## src/rtl/bcb_pkg.sv

```systemverilog
`default_nettype none

package bcb_pkg;

  // ---------------------------------------------------------------
  // Operations and branch conditions
  // ---------------------------------------------------------------
  typedef enum logic [3:0] {
    OP_IDLE,
    BIT_OR_INTO_CARRY,
    INVERTED_BIT_OR_TO_CARRY,
    BIT_XOR_INTO_CARRY,
    INVERTED_BIT_XOR_TO_CARRY,
    LOAD_BIT_TO_CARRY,
    LOAD_INVERTED_BIT_TO_CARRY,
    STORE_CARRY_TO_BIT,
    STORE_INVERTED_CARRY_TO_BIT,
    OP_COND_BRANCH,
    ABSOLUTE_JUMP,
    RELATIVE_SUBROUTINE_CALL,
    ABSOLUTE_SUBROUTINE_CALL,
    OP_SUBROUTINE_RETURN
  } bcb_op_t;

  typedef enum logic [3:0] {
    UNCONDITIONAL_RELATIVE_JUMP,
    NEVER_TAKEN_BRANCH,
    UNSIGNED_HIGHER_TEST,
    UNSIGNED_LOWER_OR_SAME_TEST,
    COND_CARRY_CLEAR,
    COND_CARRY_SET,
    COND_NOT_EQUAL,
    COND_EQUAL,
    COND_OVERFLOW_CLEAR,
    COND_OVERFLOW_SET,
    COND_PLUS,
    COND_MINUS,
    SIGNED_GREATER_EQUAL_TEST,
    SIGNED_LESS_TEST,
    SIGNED_GREATER_TEST,
    SIGNED_LESS_EQUAL_TEST
  } bcb_cond_t;

  // ---------------------------------------------------------------
  // Widths and reset values
  // ---------------------------------------------------------------
  localparam int         BIT_IDX_W   = 3;
  localparam int         BYTE_W      = 8;
  localparam logic       FLAG_RST    = 1'b0;
  localparam logic [7:0] BYTE_RST    = 8'h00;

endpackage : bcb_pkg

`default_nettype wire

```

## src/rtl/bcb_unit.sv

```systemverilog
// Contract
// - OR carry with selected operand bit
// - OR carry with inverted operand bit
// - XOR carry with selected operand bit
// - XOR carry with inverted operand bit
// - Load selected operand bit into carry
// - Load inverted operand bit into carry
// - Store carry into selected operand bit
// - Store inverted carry into selected bit
// - Inverted forms take bit index from immediate
// - Branch taken only when condition holds
// - Compound conditions from C, Z, N, V
// - Jump loads target unconditionally
// - Calls transfer to the target address unless the stack is full
// - Plain forms: immediate or register low bits
// - Stores write back the whole modified byte
`timescale 1ns/1ps
`default_nettype none

module bcb_unit #(
  parameter int ADDR_W      = 24,
  parameter int STACK_DEPTH = 8
) (
  input  wire logic                clk_sys,
  input  wire logic                rst,
  input  wire logic                opValid,
  input  wire bcb_pkg::bcb_op_t    opCode,
  input  wire bcb_pkg::bcb_cond_t  condCode,
  input  wire logic [2:0]          bitImm,
  input  wire logic [7:0]          bitReg,
  input  wire logic                bitFromReg,
  input  wire logic [7:0]          operandByte,
  input  wire logic [ADDR_W-1:0]   targetAddr,
  input  wire logic [ADDR_W-1:0]   returnAddr,
  input  wire logic                flagLoad,
  input  wire logic [3:0]          flagIn,
  output logic                     carryFlag,
  output logic                     zeroFlag,
  output logic                     overflowFlag,
  output logic                     negativeFlag,
  output logic [7:0]               resultByte,
  output logic                     resultByteWrite,
  output logic [ADDR_W-1:0]        pcValue,
  output logic                     pcLoad,
  output logic                     opDone,
  output logic                     stackFault
);

  localparam int SP_W = $clog2(STACK_DEPTH + 1);
  localparam logic [SP_W-1:0] SP_FULL = SP_W'(STACK_DEPTH);

  // ---------------------------------------------------------------
  // State
  // ---------------------------------------------------------------
  typedef struct packed {
    logic                                  c;
    logic                                  z;
    logic                                  v;
    logic                                  n;
    logic [7:0]                            byteOut;
    logic                                  byteWr;
    logic [ADDR_W-1:0]                     pc;
    logic                                  pcLd;
    logic                                  done;
    logic                                  fault;
    logic [SP_W-1:0]                       sp;
    logic [STACK_DEPTH-1:0][ADDR_W-1:0]    stack;
  } bcb_state_t;

  bcb_state_t stateQ;
  bcb_state_t stateD;

  // ---------------------------------------------------------------
  // Helpers
  // ---------------------------------------------------------------
  function automatic logic isInverted(input bcb_pkg::bcb_op_t op);
    isInverted = op inside {bcb_pkg::INVERTED_BIT_OR_TO_CARRY,
                            bcb_pkg::INVERTED_BIT_XOR_TO_CARRY,
                            bcb_pkg::LOAD_INVERTED_BIT_TO_CARRY,
                            bcb_pkg::STORE_INVERTED_CARRY_TO_BIT};
  endfunction : isInverted

  function automatic logic isBitOp(input bcb_pkg::bcb_op_t op);
    isBitOp = op inside {[bcb_pkg::BIT_OR_INTO_CARRY :
                          bcb_pkg::STORE_INVERTED_CARRY_TO_BIT]};
  endfunction : isBitOp

  function automatic logic condHolds(input bcb_pkg::bcb_cond_t cc,
                                     input logic c, input logic z,
                                     input logic v, input logic n);
    case (cc)
      bcb_pkg::UNCONDITIONAL_RELATIVE_JUMP: condHolds = 1'b1;
      bcb_pkg::NEVER_TAKEN_BRANCH:          condHolds = 1'b0;
      bcb_pkg::UNSIGNED_HIGHER_TEST:        condHolds = !(c | z);
      bcb_pkg::UNSIGNED_LOWER_OR_SAME_TEST: condHolds = c | z;
      bcb_pkg::COND_CARRY_CLEAR:            condHolds = !c;
      bcb_pkg::COND_CARRY_SET:              condHolds = c;
      bcb_pkg::COND_NOT_EQUAL:              condHolds = !z;
      bcb_pkg::COND_EQUAL:                  condHolds = z;
      bcb_pkg::COND_OVERFLOW_CLEAR:         condHolds = !v;
      bcb_pkg::COND_OVERFLOW_SET:           condHolds = v;
      bcb_pkg::COND_PLUS:                   condHolds = !n;
      bcb_pkg::COND_MINUS:                  condHolds = n;
      bcb_pkg::SIGNED_GREATER_EQUAL_TEST:   condHolds = !(n ^ v);
      bcb_pkg::SIGNED_LESS_TEST:            condHolds = n ^ v;
      bcb_pkg::SIGNED_GREATER_TEST:         condHolds = !(z | (n ^ v));
      bcb_pkg::SIGNED_LESS_EQUAL_TEST:      condHolds = z | (n ^ v);
      default:                              condHolds = 1'b0;
    endcase
  endfunction : condHolds

  logic [bcb_pkg::BIT_IDX_W-1:0] selIdx;
  logic [7:0]                    selMask;
  logic                          selBit;
  logic                          condOk;
  logic                          stackFull;
  logic                          stackEmpty;

  always_comb begin
    if (bitFromReg && !isInverted(opCode)) begin
      selIdx = bitReg[bcb_pkg::BIT_IDX_W-1:0];
    end else begin
      selIdx = bitImm;
    end
    selMask    = 8'h01 << selIdx;
    selBit     = operandByte[selIdx];
    condOk     = condHolds(condCode, stateQ.c, stateQ.z, stateQ.v, stateQ.n);
    stackFull  = stateQ.sp == SP_FULL;
    stackEmpty = stateQ.sp == '0;
  end

  // ---------------------------------------------------------------
  // Next state
  // ---------------------------------------------------------------
  always_comb begin
    stateD        = stateQ;
    stateD.byteWr = 1'b0;
    stateD.pcLd   = 1'b0;
    stateD.done   = 1'b0;
    stateD.fault  = 1'b0;
    if (flagLoad && !opValid) begin
      {stateD.c, stateD.z, stateD.v, stateD.n} = flagIn;
    end
    if (opValid) begin
      stateD.done = 1'b1;
      case (opCode)
        bcb_pkg::BIT_OR_INTO_CARRY: begin
          stateD.c = stateQ.c | selBit;
        end
        bcb_pkg::INVERTED_BIT_OR_TO_CARRY: begin
          stateD.c = stateQ.c | !selBit;
        end
        bcb_pkg::BIT_XOR_INTO_CARRY: begin
          stateD.c = stateQ.c ^ selBit;
        end
        bcb_pkg::INVERTED_BIT_XOR_TO_CARRY: begin
          stateD.c = stateQ.c ^ !selBit;
        end
        bcb_pkg::LOAD_BIT_TO_CARRY: begin
          stateD.c = selBit;
        end
        bcb_pkg::LOAD_INVERTED_BIT_TO_CARRY: begin
          stateD.c = !selBit;
        end
        bcb_pkg::STORE_CARRY_TO_BIT: begin
          stateD.byteOut = stateQ.c ? (operandByte | selMask)
                                    : (operandByte & ~selMask);
          stateD.byteWr  = 1'b1;
        end
        bcb_pkg::STORE_INVERTED_CARRY_TO_BIT: begin
          stateD.byteOut = stateQ.c ? (operandByte & ~selMask)
                                    : (operandByte | selMask);
          stateD.byteWr  = 1'b1;
        end
        bcb_pkg::OP_COND_BRANCH: begin
          if (condOk) begin
            stateD.pc   = targetAddr;
            stateD.pcLd = 1'b1;
          end
        end
        bcb_pkg::ABSOLUTE_JUMP: begin
          stateD.pc   = targetAddr;
          stateD.pcLd = 1'b1;
        end
        bcb_pkg::RELATIVE_SUBROUTINE_CALL,
        bcb_pkg::ABSOLUTE_SUBROUTINE_CALL: begin
          if (stackFull) begin
            stateD.fault = 1'b1;
          end else begin
            stateD.stack[stateQ.sp[SP_W-1:0]] = returnAddr;
            stateD.sp   = stateQ.sp + SP_W'(1);
            stateD.pc   = targetAddr;
            stateD.pcLd = 1'b1;
          end
        end
        bcb_pkg::OP_SUBROUTINE_RETURN: begin
          if (stackEmpty) begin
            stateD.fault = 1'b1;
          end else begin
            stateD.sp   = stateQ.sp - SP_W'(1);
            stateD.pc   = stateQ.stack[stateQ.sp - SP_W'(1)];
            stateD.pcLd = 1'b1;
          end
        end
        default: begin
          stateD.done = 1'b1;
        end
      endcase
    end
  end

  always_ff @(posedge clk_sys or posedge rst) begin
    if (rst) begin
      stateQ         <= '0;
      stateQ.c       <= bcb_pkg::FLAG_RST;
      stateQ.z       <= bcb_pkg::FLAG_RST;
      stateQ.v       <= bcb_pkg::FLAG_RST;
      stateQ.n       <= bcb_pkg::FLAG_RST;
      stateQ.byteOut <= bcb_pkg::BYTE_RST;
    end else begin
      stateQ <= stateD;
    end
  end

  assign carryFlag       = stateQ.c;
  assign zeroFlag        = stateQ.z;
  assign overflowFlag    = stateQ.v;
  assign negativeFlag    = stateQ.n;
  assign resultByte      = stateQ.byteOut;
  assign resultByteWrite = stateQ.byteWr;
  assign pcValue         = stateQ.pc;
  assign pcLoad          = stateQ.pcLd;
  assign opDone          = stateQ.done;
  assign stackFault      = stateQ.fault;
endmodule : bcb_unit

`default_nettype wire

```

## config.mk

```make
export PLATFORM = sky130hd
export DESIGN_NAME = bcb_unit
export DESIGN_NICKNAME = d
export VERILOG_FILES = /design/src/rtl/bcb_pkg.sv /design/src/rtl/bcb_unit.sv
export SDC_FILE = /design/constraint.sdc
export NUM_CORES = 1
export LEC_CHECK = 0
export BUFFER_PORTS_ARGS = -buffer_cell sky130_fd_sc_hd__buf_2
export CAP_MARGIN = 20
export CELL_PAD_IN_SITES_DETAIL_PLACEMENT = 2
export CELL_PAD_IN_SITES_GLOBAL_PLACEMENT = 2
export CORE_MARGIN = 10
export CORE_UTILIZATION = 35
export CTS_BUF_LIST = sky130_fd_sc_hd__clkbuf_8
export DETAILED_ROUTE_END_ITERATION = 7
export HOLD_SLACK_MARGIN = 0.05
export PLACE_DENSITY_LB_ADDON = 0.1
export SLEW_MARGIN = 15
export SYNTH_ARGS = -nofsm -noshare
export SYNTH_HDL_FRONTEND = slang
export SYNTH_SLANG_ARGS = --single-unit
```

## constraint.sdc

```tcl
create_clock -name clk_sys -period 21.9 [get_ports clk_sys]
set_clock_uncertainty 0.1 [all_clocks]
set_input_delay 6.57 -clock clk_sys [delete_from_list [all_inputs] [get_ports clk_sys]]
set_output_delay 6.57 -clock clk_sys [all_outputs]
set_load 0.005 [all_outputs]
```

# --- Yosys cells after proc, flatten, opt, wreduce, memory -nomap -nowiden ---
# Cells that the tools add are included.
op_classes:
  muxes: 26
  n_eq_ne: 32
  bitwise_logic: 11
  add_sub_neg: 2
  shift: 1
  magnitude_cmp: 4
  reduce_logical: 24
ops:
  columns: ["op", "n"]
  rows:
  - ["224-bit two-way mux", 1]
  - ["196-bit two-way mux", 1]
  - ["192-bit bitwise mux", 1]
  - ["192-bit two-way mux", 1]
  - ["25-bit one-hot mux with 4 select lines", 1]
  - ["25-bit two-way mux", 3]
  - ["24-bit binary-select mux with 3-bit select", 1]
  - ["24-bit demux with 3-bit select", 1]
  - ["4-bit == test (second input constant)", 15]
  - ["24-bit two-way mux", 2]
  - ["4-bit by 3-bit == test with 1-bit output (second input constant)", 8]
  - ["9-bit one-hot mux with 2 select lines", 1]
  - ["4-bit by 2-bit == test with 1-bit output (second input constant)", 4]
  - ["8-bit two-way mux", 2]
  - ["1-bit one-hot mux with 16 select lines", 1]
  - ["1-bit logical NOT", 10]
  - ["5-bit one-hot mux with 2 select lines", 1]
  - ["8-bit bitwise AND", 1]
  - ["4-bit by 1-bit == test with 1-bit output (second input constant)", 2]
  - ["4-bit logical NOT", 2]
  - ["4-bit less-than comparator (second input constant)", 2]
  - ["4-bit two-way mux", 2]
  - ["8-bit NOT", 1]
  - ["8-bit OR", 1]
  - ["21 further kinds", 35]
totals:
  inputBits: 84
  wordCells: 119
  out_inout_bits: 40
  regBits: 236

# --- Logic depth before layout (Yosys ltp) ---
# Gate-level depths: netlist of the first run.
logic_depth:
  depth_word: 11
  mapped_depth: 11
  depth_no_buf: 8

# --- Least setup slack after synthesis of the first run ---
# Ideal clock, no wire load.
synth_timing:
  path_type: "input -> register"
  start: "input port opCode[0]"
  end: "register stateQ (netlist bit carryFlag)"
  setup_ns: 0.082
  t_required_ns: 21.718
  path_slack_ns: 12.785
  path_buffers: 1
  path_stages: 9
  arrival_time_ns: 8.934
  cell_sequence: "buf_6 > or4b_4 > o211ai_4 > mux2i_1 > o22ai_1 > o22a_4 > a211o_1 > a211o_1 > a31oi_1"
synth_rtl:
  columns: ["element", "line_no", "source"]
  rows:
  - ["start: declaration", "bcb_unit.sv:27", "input wire bcb_pkg::bcb_op_t opCode,"]
  - ["end signal: assignment", "bcb_unit.sv:221", "stateQ <= stateD;"]
  - ["end: declaration", "bcb_unit.sv:70", "bcb_state_t stateQ;"]

==> results of run 1 <==
## report_power, final
| part | total (µW) | switching (µW) | internal [µW] |
|---|---|---|---|
| clock | 399 | 186 | 213 |
| sequential | 597 | 65.8 | 532 |
| combinational | 382 | 179 | 203 |
## tightest hold or removal path, delay by kind of cell (launching register included)
kind             cells  cell delay (ns)
AO/OA/AOI/OAI        1             0.06
AND/OR/NAND/NOR      1             0.04
flip-flops           1             0.33
## cells in the final DEF (no fill, tap or decap), drive strengths merged, types with 4 or more instances in the layout
cell type,instances
a21oi,54
buf,130
clkbuf,51
clkinv,6
dfrtp,236
inv,32
mux2,198
mux2i,20
mux4,48
nand2,88
nand2b,5
nor2,11
nor2b,5
nor3,8
o21ai,45
xnor2,4
## stage by stage
step           cell area [µm²]  worst slack [ns]  hold slack, ns
6_report                 13080             12.70          0.3762
3_3_place_gp             12230             12.23          0.3617
5_1_grt                  13080             12.36          0.4153
3_5_place_dp             12230             12.10          0.3736
4_1_cts                  13060             12.65          0.3869
2_1_floorplan            11350             8.755          0.3510
## per-layer routing
layer / share of wire [%] / vias up / track usage, %
met5: 0.12 / - / 0
met1: 46 / 3888 / 21.65
met3: 3.5 / 45 / 2.966
li1: - / 3282 / -
met4: 1.4 / 6 / 3.843
met2: 49 / 125 / 27.77
## layout make-up
cell class                 count  share of cell area [%]
sequential                   236                   45.16
multi-input combinational    532                   38.60
clock buffer                  51                   5.367
timing repair buffer         130                   5.290
tap                          435                   4.161
clock inverter                26                  0.9854
inverter                      13                  0.4305
## cell families after synthesis
family | count (synthesis)
DFF | 236
AOI/OAI and AO/OA | 125
adders and majority gates | 3
buffers and inverters | 96
muxes | 266
and+or+nand+nor | 133
xor gates and xnor gates | 5
## final timing paths
path                                  start            to  slack [ns]
max in group asynchronous               rst   pcValue[13]       14.28
worst max-delay path              opCode[2]      register       12.70
worst min register to register   pcValue[9]    pcValue[9]        0.38
min in group asynchronous               rst  negativeFlag        6.00
worst min-delay path             pcValue[9]    pcValue[9]        0.38
worst max register to register  stateQ[192]      register       18.28
==> qor.yml, run 1 <==
clk-insertion-delay-late_ns: 0.57
vias_per_cell: 5.162
die_y_um: 200.1
worst-r2r-cell-count: 5
yosys-top-cells-area: "dfrtp_1 (52%), mux2_2 (19%), mux4_2 (9.5%), nand2_1 (2.9%), a21oi_1 (2.4%)"
wirelength_um: 33080
finalWeightedCongestion: 0.8558
worstPathRequired_ns: 22.23
grt.overflow.total: 0
drtAntennaViolNets: 0
postCtsHoldBufs: 0
synthFlopType: "dfrtp_1"
port_buffers: 118
cap_violations: 0
fin_crit_sh_pct: 42.01
syn_avg_cell_area_um2: 13.14
grt_max_degree: 86
yosysTopAreaCell: "dfrtp_1"
cp-start-kind: "primary input"
tns_ns: 0
n_fill_cell: 3198
drt-wirelength-per-cell_um: 23.24
hold_violations: 0
synth_warnings: 0
cp_cell_sequence: "buf_2 > nor3b_1 > o21ai_1 > nor4b_1 > nand3_2 > mux2_2"
outcome: "completed"
drt_iter0_markers: 234
synth_xor_area_share_pct: 0.3857
synth_compound_area_share_pct: 6.513
cts_setup_buffers: 0
async_flop_share_pct: 100.0
cts_sinks: 236
multi_input_area_mm2: 0.005049
yosysMostFrequentCell: "dfrtp_1"
area_growth_pct: 15.20
io_pins: 124
hold_depth: 2
ff_latch_area_mm2: 0.005907
syn_nets: 951
cp.buffers_inverters: 1
cp.depth: 6
ys_seq_elements: 236
netlist_area_mm2: 0.01135
setup_viol: 0
yosys.area_share.simple_pct: 5.400
dr.pass1.iters: 4
timing.fmax_mhz: 108.7
vias: 7346
crit_family: "simple AND/OR/NAND/NOR gates"
grt_pass1_wl_um: 52650
yosysTopAreaCellShare_pct: 52.02
diodes: 0
clk_pin_slew_ns: 0.06
root_buffer: "clkbuf_8"
tritoncts: "done"
antenna_found_initial: 3
irDropWorstVdd_uv: 73.42
syn_inst: 864
critPathMaxStageDelay_ns: 0.92
rsz0062_at_grt: "no"
synth_commonest_cells: "dfrtp_1 (236), mux2_2 (196), nand2_1 (88), a21oi_1 (54), mux4_2 (48)"
p_per_area_mw_per_mm2: 105.4
dp_hpwl_um: 21980
dp.cells: 1345
ys_seq_area_share_pct: 52.02
fin_crit_ns: 9.201
endpoint_kind: "register"
critPathMaxFanout: 24
slew_headroom_pct: 32.23
grt_pass1_vias: 8599
instances_no_fill: 1423
utilization_pct: 41.13
worstSetupPathType: "primary input to register"
synth_top_family_by_area: "multiplexers"
leakage_uw: 0.006182
yosys-mux-area-fraction_pct: 30.96
cp.arrival_ns: 9.53
synth_edf_count: 0
fp.coreArea_mm2: 0.03180
total_power_uw: 1378
start_util_pct: 35.70
hp-class: "register to register"
nets: 1043
tightest_slew_ns: 1.015
grtUsageTotal_pct: 16.53
die_area_mm2: 0.04004
route.detailed.drc: 0
yosys.area_share.adder_pct: 0.3306
cts.htree.levels: 2
cts_buffers: 43
slew_viol_final: 0
cts_buffer_depth: 3
rows: 65
ys_types: 56
drive_gt1_share_pct: 46.15
ctsResizeCount: 0
die_w_um: 200.1
crit_slowest_cell: "nand3_2"
Power figures use the tool's default switching activity.
==> inputs of run 2 (changes only) <==
--- a/config.mk
+++ b/config.mk
@@ -5,6 +5,7 @@
 export SDC_FILE = /design/constraint.sdc
 export NUM_CORES = 1
 export LEC_CHECK = 0
+export ABC_AREA = 1
 export BUFFER_PORTS_ARGS = -buffer_cell sky130_fd_sc_hd__buf_2
 export CAP_MARGIN = 20
 export CELL_PAD_IN_SITES_DETAIL_PLACEMENT = 2
==> constraint.sdc (replaced) <==
create_clock -name clk_sys -period 9.31 [get_ports clk_sys]
set_clock_uncertainty 0.1 [all_clocks]
set_input_delay 2.793 -clock clk_sys [delete_from_list [all_inputs] [get_ports clk_sys]]
set_output_delay 2.793 -clock clk_sys [all_outputs]
set_load 0.005 [all_outputs]
==> run 2 against run 1 <==
  * Die area is 2.7% higher
  * Setup slack worse by 8.6 ns
  * Synthesized cell count is 70% higher
  * Core utilization is 0.77 points lower
  * Power is 140% higher
  * Synthesized area is 3.0% higher
  * Final area is 1.2% higher
  * Routed wire length is 24% higher
  * Clock power is 140% higher
  * Combinational power is 140% higher
  * Via count is 44% higher
  * Highest routed layer is now met4
==> qor.yml, run 2 <==
grt_pass1_wl_um: 65910
ys_seq_elements: 236
layout_commonest_cell: "nand2_1"
postCtsHoldBufs: 0
outcome: "completed"
synth_edf_count: 0
syn_inst: 1465
cts_buffers: 45
yosys-mux-area-fraction_pct: 0.1926
die_y_um: 202.8
dp.cells: 1911
leakage_uw: 0.006324
place_ws_ns: 3.378
ctsResizeCount: 0
cp_cell_sequence: "buf_2 > inv_1 > nand2_1 > o22ai_4 > nand2_2 > nor2_4 > nand2_1 > buf_4 > nand2_1 > o21ai_0"
root_buffer: "clkbuf_8"
area_growth_pct: 13.13
cpMostUsedCell: "nand2_1"
cp-start-kind: "primary input"
syn_avg_cell_area_um2: 7.984
nets: 1607
clk-insertion-delay-late_ns: 0.59
setup_slack_ns: 4.061
yosys.area_share.simple_pct: 21.37
synth_commonest_cells: "nand2_1 (358), o21ai_0 (266), dfrtp_1 (236), nor2_1 (151), inv_1 (73)"
slew_viol_final: 0
drive_gt1_share_pct: 14.17
cts_buffer_depth: 3
antenna_found_initial: 0
tightest_slew_ns: 1.001
n_fill_cell: 3866
cp.arrival_ns: 5.57
clk_pin_slew_ns: 0.05
setup_viol: 0
fin_crit_ns: 5.249
vias: 10606
cts_setup_buffers: 0
start_util_pct: 35.68
wirelength_um: 41040
synthFlopType: "dfrtp_1"
netlist_area_mm2: 0.01170
grtUsageTotal_pct: 19.89
fin_crit_sh_pct: 56.38
drt-wirelength-per-cell_um: 20.64
die_w_um: 202.8
timing.fmax_mhz: 190.5
critPathMaxFanout: 30
endpoint_kind: "register"
tritoncts: "done"
io_pins: 124
grt_max_degree: 132
hp-class: "register to register"
syn_nets: 1552
synth_compound_area_share_pct: 19.27
hold_violations: 0
finalWeightedCongestion: 0.7663
diodes: 0
drt_iter0_markers: 528
grt_pass1_vias: 11628
vias_per_cell: 5.335
ys_seq_area_share_pct: 50.49
crit_slowest_cell: "o22ai_4"
p_per_area_mw_per_mm2: 252.4
yosysMostFrequentCell: "nand2_1"
instances_no_fill: 1988
yosys-top-cells-area: "dfrtp_1 (50%), nand2_1 (11%), o21ai_0 (11%), nor2_1 (4.8%), nand3_1 (2.7%)"
dr.pass1.iters: 4
async_flop_share_pct: 100.0
critPathMaxStageDelay_ns: 0.68
cap_violations: 0
route.detailed.drc: 0
fp.coreArea_mm2: 0.03278
cts_sinks: 236
yosys.area_share.adder_pct: 0.3209
port_buffers: 118
cts.htree.levels: 2
layout_common_cells: "nand2_1 (356), o21ai_0 (266), dfrtp_1 (235)"
synth_warnings: 0
worstPathRequired_ns: 9.63
grt.overflow.total: 0
dp_hpwl_um: 25130
synth_xor_area_share_pct: 0.2995
drtAntennaViolNets: 0
slew_headroom_pct: 33.11
worstSetupPathType: "primary input to register"
yosysTopAreaCell: "dfrtp_1"
yosysTopAreaCellShare_pct: 50.49
ys_types: 34
tns_ns: 0
synth_top_family_by_area: "simple AND/OR/NAND/NOR gates"
die_area_mm2: 0.04113
irDropWorstVdd_uv: 105.7
rows: 66
rsz0062_at_grt: "no"
run 2: kinds of logic (layout without fill, tap and decap cells):
family	count (synthesis)	after routing
AO/OA/AOI/OAI	398	398
XOR/XNOR	4	4
adder cells (fa/ha/maj)	3	3
buffers and inverters	207	288
flip-flops	236	236
multiplexers	2	2
AND/OR/NAND/NOR	615	615
run 2: final cells by class:
cell class                      instances  area [µm²]  share of cell area (%)
Sequential cell                       236        5907                   44.64
Multi-Input combinational cell       1022        4875                   36.84
Timing Repair Buffer                  135       767.0                   5.797
Clock buffer                           52       715.7                   5.409
Tap cell                              442       553.0                   4.180
Inverter                               80       304.0                   2.298
Clock inverter                         21       110.1                  0.8322
run 2: path summary, 6_finish.rpt:
check	start	end	slack [ns]	cells past startpoint
min in group asynchronous	rst	asynchronous set/reset pin	2.26	2
hold reg to reg	pcValue[16]	pcValue[16]	0.37	2
max in group asynchronous	rst	asynchronous set/reset pin	5.43	3
hold / removal	pcValue[16]	pcValue[16]	0.37	2
setup / recovery	opCode[2]	register	4.06	10
setup reg to reg	stateQ[192]	pcValue[6]	5.36	10
run 2: power breakdown:
group / leakage (µW) / internal [µW] / total, µW / switching [µW]
sequential: 0.00318 / 1280 / 1430 / 153
clock: 0.000494 / 528 / 974 / 446
combinational: 0.00265 / 317 / 934 / 617
total: 0.00632 / 2120 / 3340 / 1220
run 2: per-layer routing:
metal  wire length, µm  track usage, %
met1             19360           25.78
met2             19090           33.06
met3              1846           4.235
met4               744           5.063
met5                 0               0
run 2: critical path: cells and delay by family:
family	cells	cell delay (ns)
AOI/OAI and AO/OA	2	0.78
buffers and inverters	3	0.70
and+or+nand+nor	5	1.28
run 2: metrics by stage:
stage               hold WS, ns  total power (µW)  util (%)  area, µm²
global placement         0.3578              2332     37.63      12340
CTS                      0.3758              3391     40.15      13160
floorplan                0.3478              2077         -      11700
detailed placement       0.3608              2390     37.63      12340
finish                   0.3692              3340     40.36      13230
global route             0.3990              3607     40.36      13230
